### config.mk
export PLATFORM = sky130hd
export DESIGN_NAME = cfgm_loader
export DESIGN_NICKNAME = d
export VERILOG_FILES = /design/src/design/cfgm_pkg.sv /design/src/design/cfgm_loader.sv
export SDC_FILE = /design/constraint.sdc
export NUM_CORES = 1
export LEC_CHECK = 0
export BUFFER_PORTS_ARGS = -buffer_cell sky130_fd_sc_hd__buf_2
export CAP_MARGIN = 20
export CORE_MARGIN = 5
export CORE_UTILIZATION = 48
export DETAILED_ROUTE_END_ITERATION = 12
export MAX_ROUTING_LAYER = met4
export PLACE_DENSITY = 0.72
export SYNTH_ARGS = -nofsm -noshare
export SYNTH_HDL_FRONTEND = slang
export SYNTH_SLANG_ARGS = --single-unit
### constraint.sdc
create_clock -name core_clk -period 4.5 [get_ports core_clk]
set_input_delay 0 -clock core_clk [delete_from_list [all_inputs] [get_ports core_clk]]
set_output_delay 0 -clock core_clk [all_outputs]
set_load 0.005 [all_outputs]
### src/design/cfgm_pkg.sv
// Constants, types and register layout of the configuration loader.
// Assumes a single 10 MHz core clock; no other file is needed.
package cfgm_pkg;
   localparam int CLK_HZ = 10_000_000;
   localparam int POR_LONG_MS = 100;
   localparam int POR_SHORT_MS = 12;
   localparam int POR_LONG_CYC = POR_LONG_MS * (CLK_HZ / 1000);
   localparam int POR_SHORT_CYC = POR_SHORT_MS * (CLK_HZ / 1000);
   localparam int POR_CW = 20;
   localparam int INIT_CYC = 8;
   localparam int AS_DIV = 2;
   localparam int FPP_SLOW_DCLK = 4;

   localparam logic [3:0] ADR_CTRL = 4'h0;
   localparam logic [3:0] ADR_KEY = 4'h1;
   localparam logic [3:0] ADR_DATA = 4'h2;
   localparam logic [3:0] ADR_STAT = 4'h3;
   localparam logic [3:0] ADR_CNT = 4'h4;
   localparam logic [7:0] CTRL_RST = 8'h00;
   localparam logic [7:0] KEY_RST = 8'h00;
   localparam logic [1:0] RUN_TAG = 2'h3;

   typedef enum logic [2:0] {
      FAST_PARALLEL_PASSIVE_SCHEME = 3'h0,
      ACTIVE_SERIAL_SCHEME = 3'h1,
      PASSIVE_SERIAL_SCHEME = 3'h2,
      PARALLEL_ASYNC_SCHEME = 3'h3,
      JTAG_SCHEME = 3'h4
   } cfgm_scheme_t;

   typedef enum logic [1:0] {
      SRC_HOST = 2'h0,
      SRC_CFG_DEVICE = 2'h1,
      SRC_CABLE = 2'h2
   } cfgm_src_t;

   typedef enum logic [2:0] {
      ST_POR = 3'h0,
      ST_CFG = 3'h1,
      ST_INIT = 3'h3,
      ST_USER = 3'h2
   } cfgm_state_t;

   typedef struct packed {
      logic remote_en;
      logic decomp_en;
      logic decrypt_en;
      cfgm_src_t src;
      cfgm_scheme_t scheme;
   } cfgm_ctrl_t;

   typedef struct packed {
      logic [15:0] addr;
      logic [7:0] data;
   } cfgm_sram_wr_t;
endpackage : cfgm_pkg

### src/design/cfgm_loader.sv
// Configuration loader and mode control: power-on delay, scheme inputs,
// decryption, run-length expansion, initialization and user mode.
// Assumes all inputs synchronous to core_clk and a register master that
// never overlaps read and write strobes.
//
// Contract
// - User I/O stays tri-stated until user mode.
// - After loading, initialize, enable I/O, enter user.
// - Reconfig pin returns device to command mode.
// - Reset-delay select low 100 ms, high 12 ms.
// - Pull-up control high disables pull-ups before user.
// - Input-level select captured once at power-up only.
// - Full load required after power-up before user.
// - Exactly one of five schemes accepts data.
// - Chain enable out passes to next device.
// - Feature legality depends on scheme and source.
// - Compressed stream expanded in real time.
// - Host loads serial, parallel or virtual location.
//
// Implementation choices: the plain strobed port and the register addresses.
`timescale 1ns/10ps
module cfgm_loader import cfgm_pkg::*; #(
   parameter int POR_LONG = POR_LONG_CYC,
   parameter int POR_SHORT = POR_SHORT_CYC,
   parameter int CFG_BYTES = 16
) (
   input wire logic core_clk,
   input wire logic rst_n,
   input wire logic reset_delay_select,
   input wire logic config_input_level_select,
   input wire logic pullup_disable,
   input wire logic reconfig_n,
   input wire logic chain_config_enable_in_n,
   input wire logic dclk,
   input wire logic [7:0] cfg_data,
   input wire logic jtag_shift,
   input wire logic jtag_tdi,
   input wire logic [3:0] reg_addr,
   input wire logic [15:0] reg_wdata,
   input wire logic reg_wr,
   input wire logic reg_rd,
   output logic [15:0] reg_rdata,
   output logic as_clk,
   output logic as_cs_n,
   output logic io_oe_allow,
   output logic io_pullup_en,
   output logic user_reset,
   output logic config_done,
   output logic chain_config_enable_out_n,
   output logic level_sel,
   output logic sram_wr,
   output cfgm_sram_wr_t sram_req
);
   localparam logic [15:0] NBYTES = 16'(CFG_BYTES);

   if (POR_LONG < 1 || POR_LONG >= (1 << POR_CW) || POR_SHORT < 1 ||
       POR_SHORT >= (1 << POR_CW) || CFG_BYTES < 1 || CFG_BYTES > 65535)
   begin : g_chk
      $error("cfgm_loader: parameter out of range");
   end

   cfgm_state_t state_r, state_nxt;
   cfgm_ctrl_t ctrl_r, ctrl_nxt;
   cfgm_sram_wr_t wreq_r, wreq_nxt;
   logic por_arm_r, por_arm_nxt, por_done_r, por_done_nxt;
   logic [POR_CW-1:0] por_lim_r, por_lim_nxt, por_cnt_r, por_cnt_nxt;
   logic lvl_r, lvl_nxt, dclk_q_r, dclk_q_nxt, as_clk_r, as_clk_nxt;
   logic as_div_r, as_div_nxt, wr_r, wr_nxt, ferr_r, ferr_nxt;
   logic [7:0] key_r, key_nxt, sh_r, sh_nxt, last_r, last_nxt;
   logic [1:0] fdiv_r, fdiv_nxt;
   logic [2:0] bcnt_r, bcnt_nxt, rep_r, rep_nxt;
   logic [15:0] cnt_r, cnt_nxt, rdata_r, rdata_nxt;
   logic [3:0] init_r, init_nxt;
   logic fok, run;

   // Which optional features a scheme and its data source may use.
   function automatic logic feat_ok(input cfgm_ctrl_t c);
      logic sec;
      sec = c.decrypt_en | c.decomp_en;
      unique case (c.scheme)
         FAST_PARALLEL_PASSIVE_SCHEME: feat_ok = (c.src == SRC_HOST) | !sec;
         ACTIVE_SERIAL_SCHEME: feat_ok = 1'b1;
         PASSIVE_SERIAL_SCHEME:
            feat_ok = !(c.src == SRC_CABLE && c.remote_en);
         PARALLEL_ASYNC_SCHEME: feat_ok = !sec;
         JTAG_SCHEME: feat_ok = !sec && !c.remote_en;
         default: feat_ok = 1'b0;
      endcase
   endfunction : feat_ok

   assign fok = feat_ok(ctrl_r);
   assign run = state_r == ST_CFG && por_done_r && reconfig_n &&
                !chain_config_enable_in_n && fok && cnt_r < NBYTES;

   always_comb begin
      logic bitv, bitd, bytev;
      logic [7:0] byt;
      bitv = 1'b0;
      bitd = 1'b0;
      bytev = 1'b0;
      byt = 8'h00;
      state_nxt = state_r;
      ctrl_nxt = ctrl_r;
      wreq_nxt = wreq_r;
      por_arm_nxt = 1'b1;
      por_done_nxt = por_done_r;
      por_lim_nxt = por_lim_r;
      por_cnt_nxt = por_cnt_r;
      lvl_nxt = lvl_r;
      dclk_q_nxt = dclk;
      as_clk_nxt = as_clk_r;
      as_div_nxt = as_div_r;
      wr_nxt = 1'b0;
      ferr_nxt = state_r == ST_CFG && !fok;
      key_nxt = key_r;
      sh_nxt = sh_r;
      last_nxt = last_r;
      fdiv_nxt = fdiv_r;
      bcnt_nxt = bcnt_r;
      rep_nxt = rep_r;
      cnt_nxt = cnt_r;
      init_nxt = init_r;
      rdata_nxt = 16'h0000;

      // Select and level straps are caught in the first cycle after reset.
      if (!por_arm_r) begin
         por_lim_nxt = reset_delay_select ? POR_CW'(POR_SHORT - 1) :
                       POR_CW'(POR_LONG - 1);
         lvl_nxt = config_input_level_select;
      end else if (!por_done_r) begin
         if (por_cnt_r == por_lim_r) begin
            por_done_nxt = 1'b1;
         end else begin
            por_cnt_nxt = por_cnt_r + 1'b1;
         end
      end

      if (run) begin
         unique case (ctrl_r.scheme)
            FAST_PARALLEL_PASSIVE_SCHEME: begin
               if (dclk && !dclk_q_r) begin
                  byt = cfg_data;
                  if (ctrl_r.decrypt_en || ctrl_r.decomp_en) begin
                     fdiv_nxt = fdiv_r + 2'h1;
                     bytev = fdiv_r == 2'(FPP_SLOW_DCLK - 1);
                  end else begin
                     bytev = 1'b1;
                  end
               end
            end
            ACTIVE_SERIAL_SCHEME: begin
               as_div_nxt = ~as_div_r;
               if (as_div_r == 1'(AS_DIV - 1)) begin
                  as_clk_nxt = ~as_clk_r;
                  bitv = !as_clk_r;
                  bitd = cfg_data[0];
               end
            end
            PASSIVE_SERIAL_SCHEME: begin
               bitv = dclk && !dclk_q_r;
               bitd = cfg_data[0];
            end
            PARALLEL_ASYNC_SCHEME: begin
               bytev = reg_wr && reg_addr == ADR_DATA;
               byt = reg_wdata[7:0];
            end
            JTAG_SCHEME: begin
               bitv = jtag_shift;
               bitd = jtag_tdi;
            end
            default: ;
         endcase
      end
      if (state_r != ST_CFG) begin
         as_clk_nxt = 1'b0;
      end

      // Serial schemes assemble bytes least significant bit first.
      if (bitv) begin
         sh_nxt = {bitd, sh_r[7:1]};
         bcnt_nxt = bcnt_r + 3'h1;
         if (bcnt_r == 3'h7) begin
            bytev = 1'b1;
            byt = {bitd, sh_r[7:1]};
         end
      end
      if (ctrl_r.decrypt_en) begin
         byt = byt ^ key_r;
      end

      // Runs expand at one byte per cycle; the slowed input rate leaves
      // room for the longest run between two incoming bytes.
      if (rep_r != 3'h0) begin
         rep_nxt = rep_r - 3'h1;
         wr_nxt = cnt_r < NBYTES;
         wreq_nxt.data = last_r;
      end else if (bytev) begin
         if (ctrl_r.decomp_en && byt[7:6] == RUN_TAG) begin
            rep_nxt = {1'b0, byt[1:0]} + 3'h1;
         end else begin
            wr_nxt = 1'b1;
            wreq_nxt.data = byt;
            last_nxt = byt;
         end
      end
      if (wr_nxt) begin
         wreq_nxt.addr = cnt_r;
         cnt_nxt = cnt_r + 16'h0001;
      end

      unique case (state_r)
         ST_POR: begin
            if (por_done_r) begin
               state_nxt = ST_CFG;
            end
         end
         ST_CFG: begin
            if (cnt_r == NBYTES && rep_r == 3'h0) begin
               state_nxt = ST_INIT;
               init_nxt = 4'(INIT_CYC - 1);
            end
         end
         ST_INIT: begin
            if (init_r == 4'h0) begin
               state_nxt = ST_USER;
            end else begin
               init_nxt = init_r - 4'h1;
            end
         end
         ST_USER: ;
         default: state_nxt = ST_POR;
      endcase

      if (state_r != ST_POR && !reconfig_n) begin
         state_nxt = ST_CFG;
         cnt_nxt = 16'h0000;
         rep_nxt = 3'h0;
         bcnt_nxt = 3'h0;
         fdiv_nxt = 2'h0;
         wr_nxt = 1'b0;
      end

      if (reg_wr && reg_addr == ADR_CTRL) begin
         ctrl_nxt = cfgm_ctrl_t'(reg_wdata[7:0]);
      end
      if (reg_wr && reg_addr == ADR_KEY) begin
         key_nxt = reg_wdata[7:0];
      end
      if (reg_rd) begin
         unique case (reg_addr)
            ADR_CTRL: rdata_nxt = {8'h00, ctrl_r};
            ADR_KEY: rdata_nxt = {8'h00, key_r};
            ADR_STAT: rdata_nxt = {9'h000, fok, ferr_r, lvl_r,
                                   por_done_r, state_r};
            ADR_CNT: rdata_nxt = cnt_r;
            default: rdata_nxt = 16'h0000;
         endcase
      end
   end

   always_ff @(posedge core_clk or negedge rst_n) begin
      if (!rst_n) begin
         state_r <= ST_POR;
         ctrl_r <= cfgm_ctrl_t'(CTRL_RST);
         wreq_r <= '0;
         por_arm_r <= 1'b0;
         por_done_r <= 1'b0;
         por_lim_r <= '0;
         por_cnt_r <= '0;
         lvl_r <= 1'b0;
         dclk_q_r <= 1'b0;
         as_clk_r <= 1'b0;
         as_div_r <= 1'b0;
         wr_r <= 1'b0;
         ferr_r <= 1'b0;
         key_r <= KEY_RST;
         sh_r <= 8'h00;
         last_r <= 8'h00;
         fdiv_r <= 2'h0;
         bcnt_r <= 3'h0;
         rep_r <= 3'h0;
         cnt_r <= 16'h0000;
         init_r <= 4'h0;
         rdata_r <= 16'h0000;
      end else begin
         state_r <= state_nxt;
         ctrl_r <= ctrl_nxt;
         wreq_r <= wreq_nxt;
         por_arm_r <= por_arm_nxt;
         por_done_r <= por_done_nxt;
         por_lim_r <= por_lim_nxt;
         por_cnt_r <= por_cnt_nxt;
         lvl_r <= lvl_nxt;
         dclk_q_r <= dclk_q_nxt;
         as_clk_r <= as_clk_nxt;
         as_div_r <= as_div_nxt;
         wr_r <= wr_nxt;
         ferr_r <= ferr_nxt;
         key_r <= key_nxt;
         sh_r <= sh_nxt;
         last_r <= last_nxt;
         fdiv_r <= fdiv_nxt;
         bcnt_r <= bcnt_nxt;
         rep_r <= rep_nxt;
         cnt_r <= cnt_nxt;
         init_r <= init_nxt;
         rdata_r <= rdata_nxt;
      end
   end

   assign reg_rdata = rdata_r;
   assign as_clk = as_clk_r;
   assign as_cs_n = !(state_r == ST_CFG &&
                      ctrl_r.scheme == ACTIVE_SERIAL_SCHEME);
   assign io_oe_allow = state_r == ST_USER;
   assign io_pullup_en = state_r != ST_USER && !pullup_disable;
   assign user_reset = state_r == ST_INIT;
   assign config_done = state_r == ST_USER;
   assign chain_config_enable_out_n = !(state_r == ST_INIT ||
                                        state_r == ST_USER);
   assign level_sel = lvl_r;
   assign sram_wr = wr_r;
   assign sram_req = wreq_r;

   AST_HIZ: assert property (@(posedge core_clk) disable iff (!rst_n)
      io_oe_allow |-> cnt_r == NBYTES &&
      ($past(state_r) == ST_INIT || $past(state_r) == ST_USER))
      else $error("I/O enabled outside user mode");
   AST_INIT: assert property (@(posedge core_clk) disable iff (!rst_n)
      $rose(io_oe_allow) |-> $past(state_r) == ST_INIT &&
      $past(user_reset, 8))
      else $error("user mode entered without initialization");
   AST_RECFG: assert property (@(posedge core_clk) disable iff (!rst_n)
      state_r == ST_USER && !reconfig_n |=> state_r == ST_CFG &&
      cnt_r == 16'h0000)
      else $error("reconfig did not return to command mode");
   AST_RESET_DELAY_SELECT: assert property (@(posedge core_clk) disable iff (!rst_n)
      $rose(por_arm_r) |-> por_lim_r == ($past(reset_delay_select) ?
      POR_CW'(POR_SHORT - 1) : POR_CW'(POR_LONG - 1)))
      else $error("wrong power-on delay selected");
   AST_PORDONE: assert property (@(posedge core_clk) disable iff (!rst_n)
      $rose(por_done_r) |-> $past(por_cnt_r) == $past(por_lim_r))
      else $error("power-on delay ended early");
   AST_PULL: assert property (@(posedge core_clk) disable iff (!rst_n)
      state_r != ST_USER |-> io_pullup_en == !pullup_disable)
      else $error("pull-up control not followed");
   AST_LVL: assert property (@(posedge core_clk) disable iff (!rst_n)
      por_arm_r && $past(por_arm_r) |-> $stable(level_sel))
      else $error("level select changed after capture");
   AST_LOAD: assert property (@(posedge core_clk) disable iff (!rst_n)
      state_r == ST_INIT |-> cnt_r == NBYTES)
      else $error("initialization before full load");
   AST_NOACC: assert property (@(posedge core_clk) disable iff (!rst_n)
      !por_done_r |-> !sram_wr && chain_config_enable_out_n)
      else $error("activity before power-on delay ended");
   AST_CHAIN: assert property (@(posedge core_clk) disable iff (!rst_n)
      sram_wr |-> !$past(chain_config_enable_in_n, 1) ||
      $past(rep_r) != 3'h0)
      else $error("data accepted while chain enable high");
   AST_FEAT: assert property (@(posedge core_clk) disable iff (!rst_n)
      ferr_r |-> !sram_wr || $past(rep_r) != 3'h0)
      else $error("data accepted with illegal feature set");
endmodule : cfgm_loader

==> results.md <==
Yosys:
- The number of enable-type register cells in the synthesized netlist is 0.
- The share of synthesized area occupied by flip-flops and latches is 53.2%.
- Measured against the total synthesized area, the mux share comes to 10.0%.
- The synthesized netlist devotes a little under a tenth of its cell area to compound gates.
- The flip-flop and latch count after synthesis is 132.
- The proportion of netlist area held by the largest area contributor is between 50% and 60%.
- Yosys attributes the largest share of cell area to sky130_fd_sc_hd__dfrtp_1 (53%), sky130_fd_sc_hd__mux2_2 (7.4%), sky130_fd_sc_hd__nand2_1 (3.2%).
- The simple-gate area share of the yosys netlist is 18.2%.
- The number of cells produced by synthesis is 562.
- The xor and xnor fraction of the mapped netlist area is under 10%.
- After synthesis the cells add up to approximately 6200 µm².
- Of the total synthesized cell area, the portion taken by full adders, half adders and majority gates is 2.01%.
- The largest total area in the synthesized netlist belongs to sky130_fd_sc_hd__dfrtp_1.
- Counting flops with an async set or reset pin after synthesis yields a share of 100%.
- For this run, the number of Yosys warnings is 0.
- The dominant combinational cell family by area after synthesis is simple AND/OR/NAND/NOR gates.
- The average cell area after synthesis is 11.1 µm².
- The top flip-flop cell by instance count after synthesis is sky130_fd_sc_hd__dfrtp_1.
- Synthesis instantiated between 60 and 70 different standard cells from the library.
- The post-synthesis net count is 612.

Setup path:
- STA classifies the critical path endpoint as a register.
- The logic depth of the worst register-to-register path is 8.
- The data required time at the worst endpoint is ~4.8 ns.
- The setup path with the least slack is of type reg2reg.
- The worst register-to-register path has a setup slack of 1.16 ns.
- The endpoint arrival time on the critical path is approximately 3.6 ns.
- The peak fanout along the critical path is 14.
- The terminus of the critical flop-to-flop path is sram_req[11]$_DFFE_PN0P_.
- The startpoint kind of the worst setup timing path is a register.
- The startpoint identified for the worst register-to-register timing path is state_r[0]$_DFFE_PN0P_.

Routing:
- For this block, the initial DRC count from the detailed router was 320.
- The remaining number of nets flagged by the antenna check after routing is 0.
- After detailed routing, the average wire length per cell comes to ~17 µm.
- Wires add up to 14,200 µm.
- The total number of vias is 4,618.
- In the routed layout, each cell is associated on average with a via count of ~5.5.
- The number of search-and-repair iterations in the first detailed-routing pass is 6.
- For this run, design rule violations remaining after detail routing come to 0.

Cells and area:
- The repair_antennas step left the layout with diodes totalling 0.
- Of the cells placed in the final design, the portion with a size suffix greater than 1 is 25.8%.
- The finished cells cover approximately 7500 µm².
- The most common cell after layout, fill and taps aside is sky130_fd_sc_hd__dfrtp_1.
- The layout overhead on the synthesized area is 20.7%.
- The net count of the finished layout is 704.
- The top cell types in the final layout, fill and taps aside, are sky130_fd_sc_hd__dfrtp_1 (132), sky130_fd_sc_hd__buf_2 (79), sky130_fd_sc_hd__nand2_1 (53).

Hold path:
- The tightest min-delay check is of the in2async type.

Pwr:
- The largest voltage drop on the vdd net is between 0.2 and 0.25 mV.
- The leakage dissipation is 3.65 nW.
- The areal power density over the cells is 461 nW/µm².

CTS:
- The number of buffers on the longest clock path is 2.
- The post-CTS clock slew at the launch and capture registers of the worst setup and hold paths is roughly 0.060 ns.
- The total clock buffers created by CTS is 17.
- The clock sink count is 132.
- In this run the clock root is driven by a sky130_fd_sc_hd__clkbuf_16.
- TritonCTS built the clock tree.
- For the worst-skew pair, the clock arrives at the later sink with an insertion delay of 0.42 ns.
- The H-tree was split into 4 levels.

Die:
- The starting density of the core is between 40 and 50%.
- The area of the core is ~13,000 µm².
- The die is 124 µm tall.
- In this run the count of I/O pins placed on the die edge is 89.
- The number of standard-cell rows in the floorplan is about 40.
- The die covers roughly 15,000 µm².
- The width of the die is 124 µm.

Global route:
- The wire length of the first global-routing pass is 23,500 µm.
- The number of global-route vias before repair is 4,716.
- After global routing the overflow that remains totals 0.
- The number of antenna violations at the first check in global routing is 0.
- The total track usage is 20.7%.
- Entering global routing, the biggest net connects 87 pins.

Timing:
- After layout, the worst path uses 74.2% of the clock period.
- The clock period minus worst slack is 3.34 ns.
- The transition time of the tightest slew-check pin is 0.980 ns.
- The total count of max-transition violations in the final report was 0.
- The worst pin sits at a relative slew slack of about a third.
- Setup repair after global routing left no endpoint under its margin.
- The clock arrives with 0.00661 ns of skew.
- The maximum clock rate is between 200 and 300 MHz.
- The total count of hold-check failures in the final report is 0.
- The sum of negative setup slack is 0 ns.
- Setup violations remaining at the end of the flow were counted as 0.

Placed design:
- After detailed placement, the total cell area comes to 6730 µm².
- The wire-length estimate of the detail-placed layout is just over 10,000 µm.
- The number of buffers added on ports is 80.
- Routability-driven placement finished with a final weighted congestion of 0.851.

Run status:
- The flow ran to the end, and the final reports show no timing, DRC or antenna violations.

Flow run:
- Max-cap violations in this run came to 0.
per-stage QoR:
| stage | util [%] | power, W | setup slack, ns | cells | hold WS, ns |
|---|---|---|---|---|---|
| 3_3_place_gp | 53.1 | 0.00200 | 1.23 | 793 | 0.139 |
| 3_5_place_dp | 53.1 | 0.00204 | 1.14 | 793 | 0.146 |
| 2_1_floorplan | - | 0.00186 | 1.83 | 562 | -0.296 |
| 6_report | 59.2 | 0.00346 | 1.16 | 839 | 0.0380 |
| 4_1_cts | 59.0 | 0.00348 | 1.12 | 838 | 0.0588 |
| 5_1_grt | 59.2 | 0.00362 | 0.882 | 839 | 0.0808 |
worst max-delay path by stage:
| stage | cells past startpoint | slack, ns | startpoint | endpoint |
|---|---|---|---|---|
| 5_1_grt | 8 | 0.88 | state_r[0]$_DFFE_PN0P_ | sram_req[10]$_DFFE_PN0P_ |
| 4_1_cts | 8 | 1.12 | state_r[0]$_DFFE_PN0P_ | sram_req[11]$_DFFE_PN0P_ |
| 2_1_floorplan | 11 | 1.83 | ctrl_r[0]$_DFFE_PN0P_ | sram_req[10]$_DFFE_PN0P_ |
| 6_report | 8 | 1.16 | state_r[0]$_DFFE_PN0P_ | sram_req[11]$_DFFE_PN0P_ |
| 3_5_place_dp | 8 | 1.14 | state_r[0]$_DFFE_PN0P_ | sram_req[11]$_DFFE_PN0P_ |
| 3_3_place_gp | 8 | 1.23 | state_r[0]$_DFFE_PN0P_ | sram_req[11]$_DFFE_PN0P_ |
cells by family (layout without fill, tap and decap cells):
logic type	count (synthesis)	after routing
adder cells (fa/ha/maj)	10	10
AO/OA/AOI/OAI	80	80
XOR/XNOR	32	32
flip-flops	132	132
buffers and inverters	34	139
AND/OR/NAND/NOR	217	217
other	1	1
multiplexers	56	56
Yosys cell counts (3+ instances only):
master / number
sky130_fd_sc_hd__inv_1: 11
sky130_fd_sc_hd__nand2_1: 53
sky130_fd_sc_hd__a31oi_1: 4
sky130_fd_sc_hd__buf_2: 4
sky130_fd_sc_hd__nand4_1: 8
sky130_fd_sc_hd__xnor2_1: 22
sky130_fd_sc_hd__nand3b_1: 5
sky130_fd_sc_hd__xor2_1: 8
sky130_fd_sc_hd__or3_1: 3
sky130_fd_sc_hd__ha_1: 10
sky130_fd_sc_hd__nand3_1: 17
sky130_fd_sc_hd__nor2_1: 49
sky130_fd_sc_hd__nand2b_1: 4
sky130_fd_sc_hd__a22oi_1: 8
sky130_fd_sc_hd__mux2i_1: 13
sky130_fd_sc_hd__and4_1: 3
sky130_fd_sc_hd__a21oi_1: 17
sky130_fd_sc_hd__nor3b_1: 3
sky130_fd_sc_hd__dfrtp_1: 132
sky130_fd_sc_hd__and2_1: 21
sky130_fd_sc_hd__nor3_1: 9
sky130_fd_sc_hd__clkbuf_1: 13
sky130_fd_sc_hd__nor2b_1: 3
sky130_fd_sc_hd__o22ai_1: 3
sky130_fd_sc_hd__buf_6: 3
sky130_fd_sc_hd__and3_1: 24
sky130_fd_sc_hd__a222oi_1: 7
sky130_fd_sc_hd__mux2_2: 41
sky130_fd_sc_hd__o21ai_0: 20
sky130_fd_sc_hd__nor4_1: 6
repair_timing:
action | 4_1_cts | 5_1_grt
hold buffers | 13 | 0
resized for setup | 0 | 0
buffers inserted | 0 | 0
hold endpoints to repair | 107 | 0
where the power goes:
group | internal, W | switching, W | leakage (nW)
clock | 0.000913 | 0.000512 | 0.294
combinational | 0.000246 | 0.000334 | 1.59
sequential | 0.00131 | 0.000150 | 1.76
state kept, by name, indices dropped and copies added (netlist names), 2 cells and up:
| name | flops |
|---|---|
| reg_rdata | 16 |
| sram_req | 24 |
| key_r | 8 |
| cnt_r | 16 |
| sh_r | 7 |
| init_r | 4 |
| bcnt_r | 3 |
| ctrl_r | 8 |
| rep_r | 3 |
| last_r | 8 |
| por_lim_r | 3 |
| fdiv_r | 2 |
| por_cnt_r | 20 |
| state_r | 2 |
critical path: stages (launching register included):
cell	delay, ns
sky130_fd_sc_hd__dfrtp_1	0.58
sky130_fd_sc_hd__nand2b_1	0.21
sky130_fd_sc_hd__nor3_1	0.43
sky130_fd_sc_hd__o2111a_1	0.32
sky130_fd_sc_hd__o221ai_2	0.13
sky130_fd_sc_hd__xor2_2	0.33
sky130_fd_sc_hd__a311o_1	0.61
sky130_fd_sc_hd__and2_4	0.30
sky130_fd_sc_hd__mux2_4	0.30
layer usage:
metal	share of wire, %	vias to the layer above	global-route usage (%)	routed length [µm]
met5	0	-	-	0
met4	2.4	0	8.44	345
met3	5.2	29	4.68	740
met2	50	142	33.4	7140
met1	42	2264	25.3	6020
li1	-	2183	-	-
area by class of cell:
type	instances	area, µm²
fillers	1089	5170
repair buffers	96	576
inverters	11	41.3
flip-flops and latches	132	3300
clock inverters	12	153
clock buffers	20	467
multi-input cells	396	2750
well taps	172	215
No activity file was read; power rests on OpenSTA's default activity.
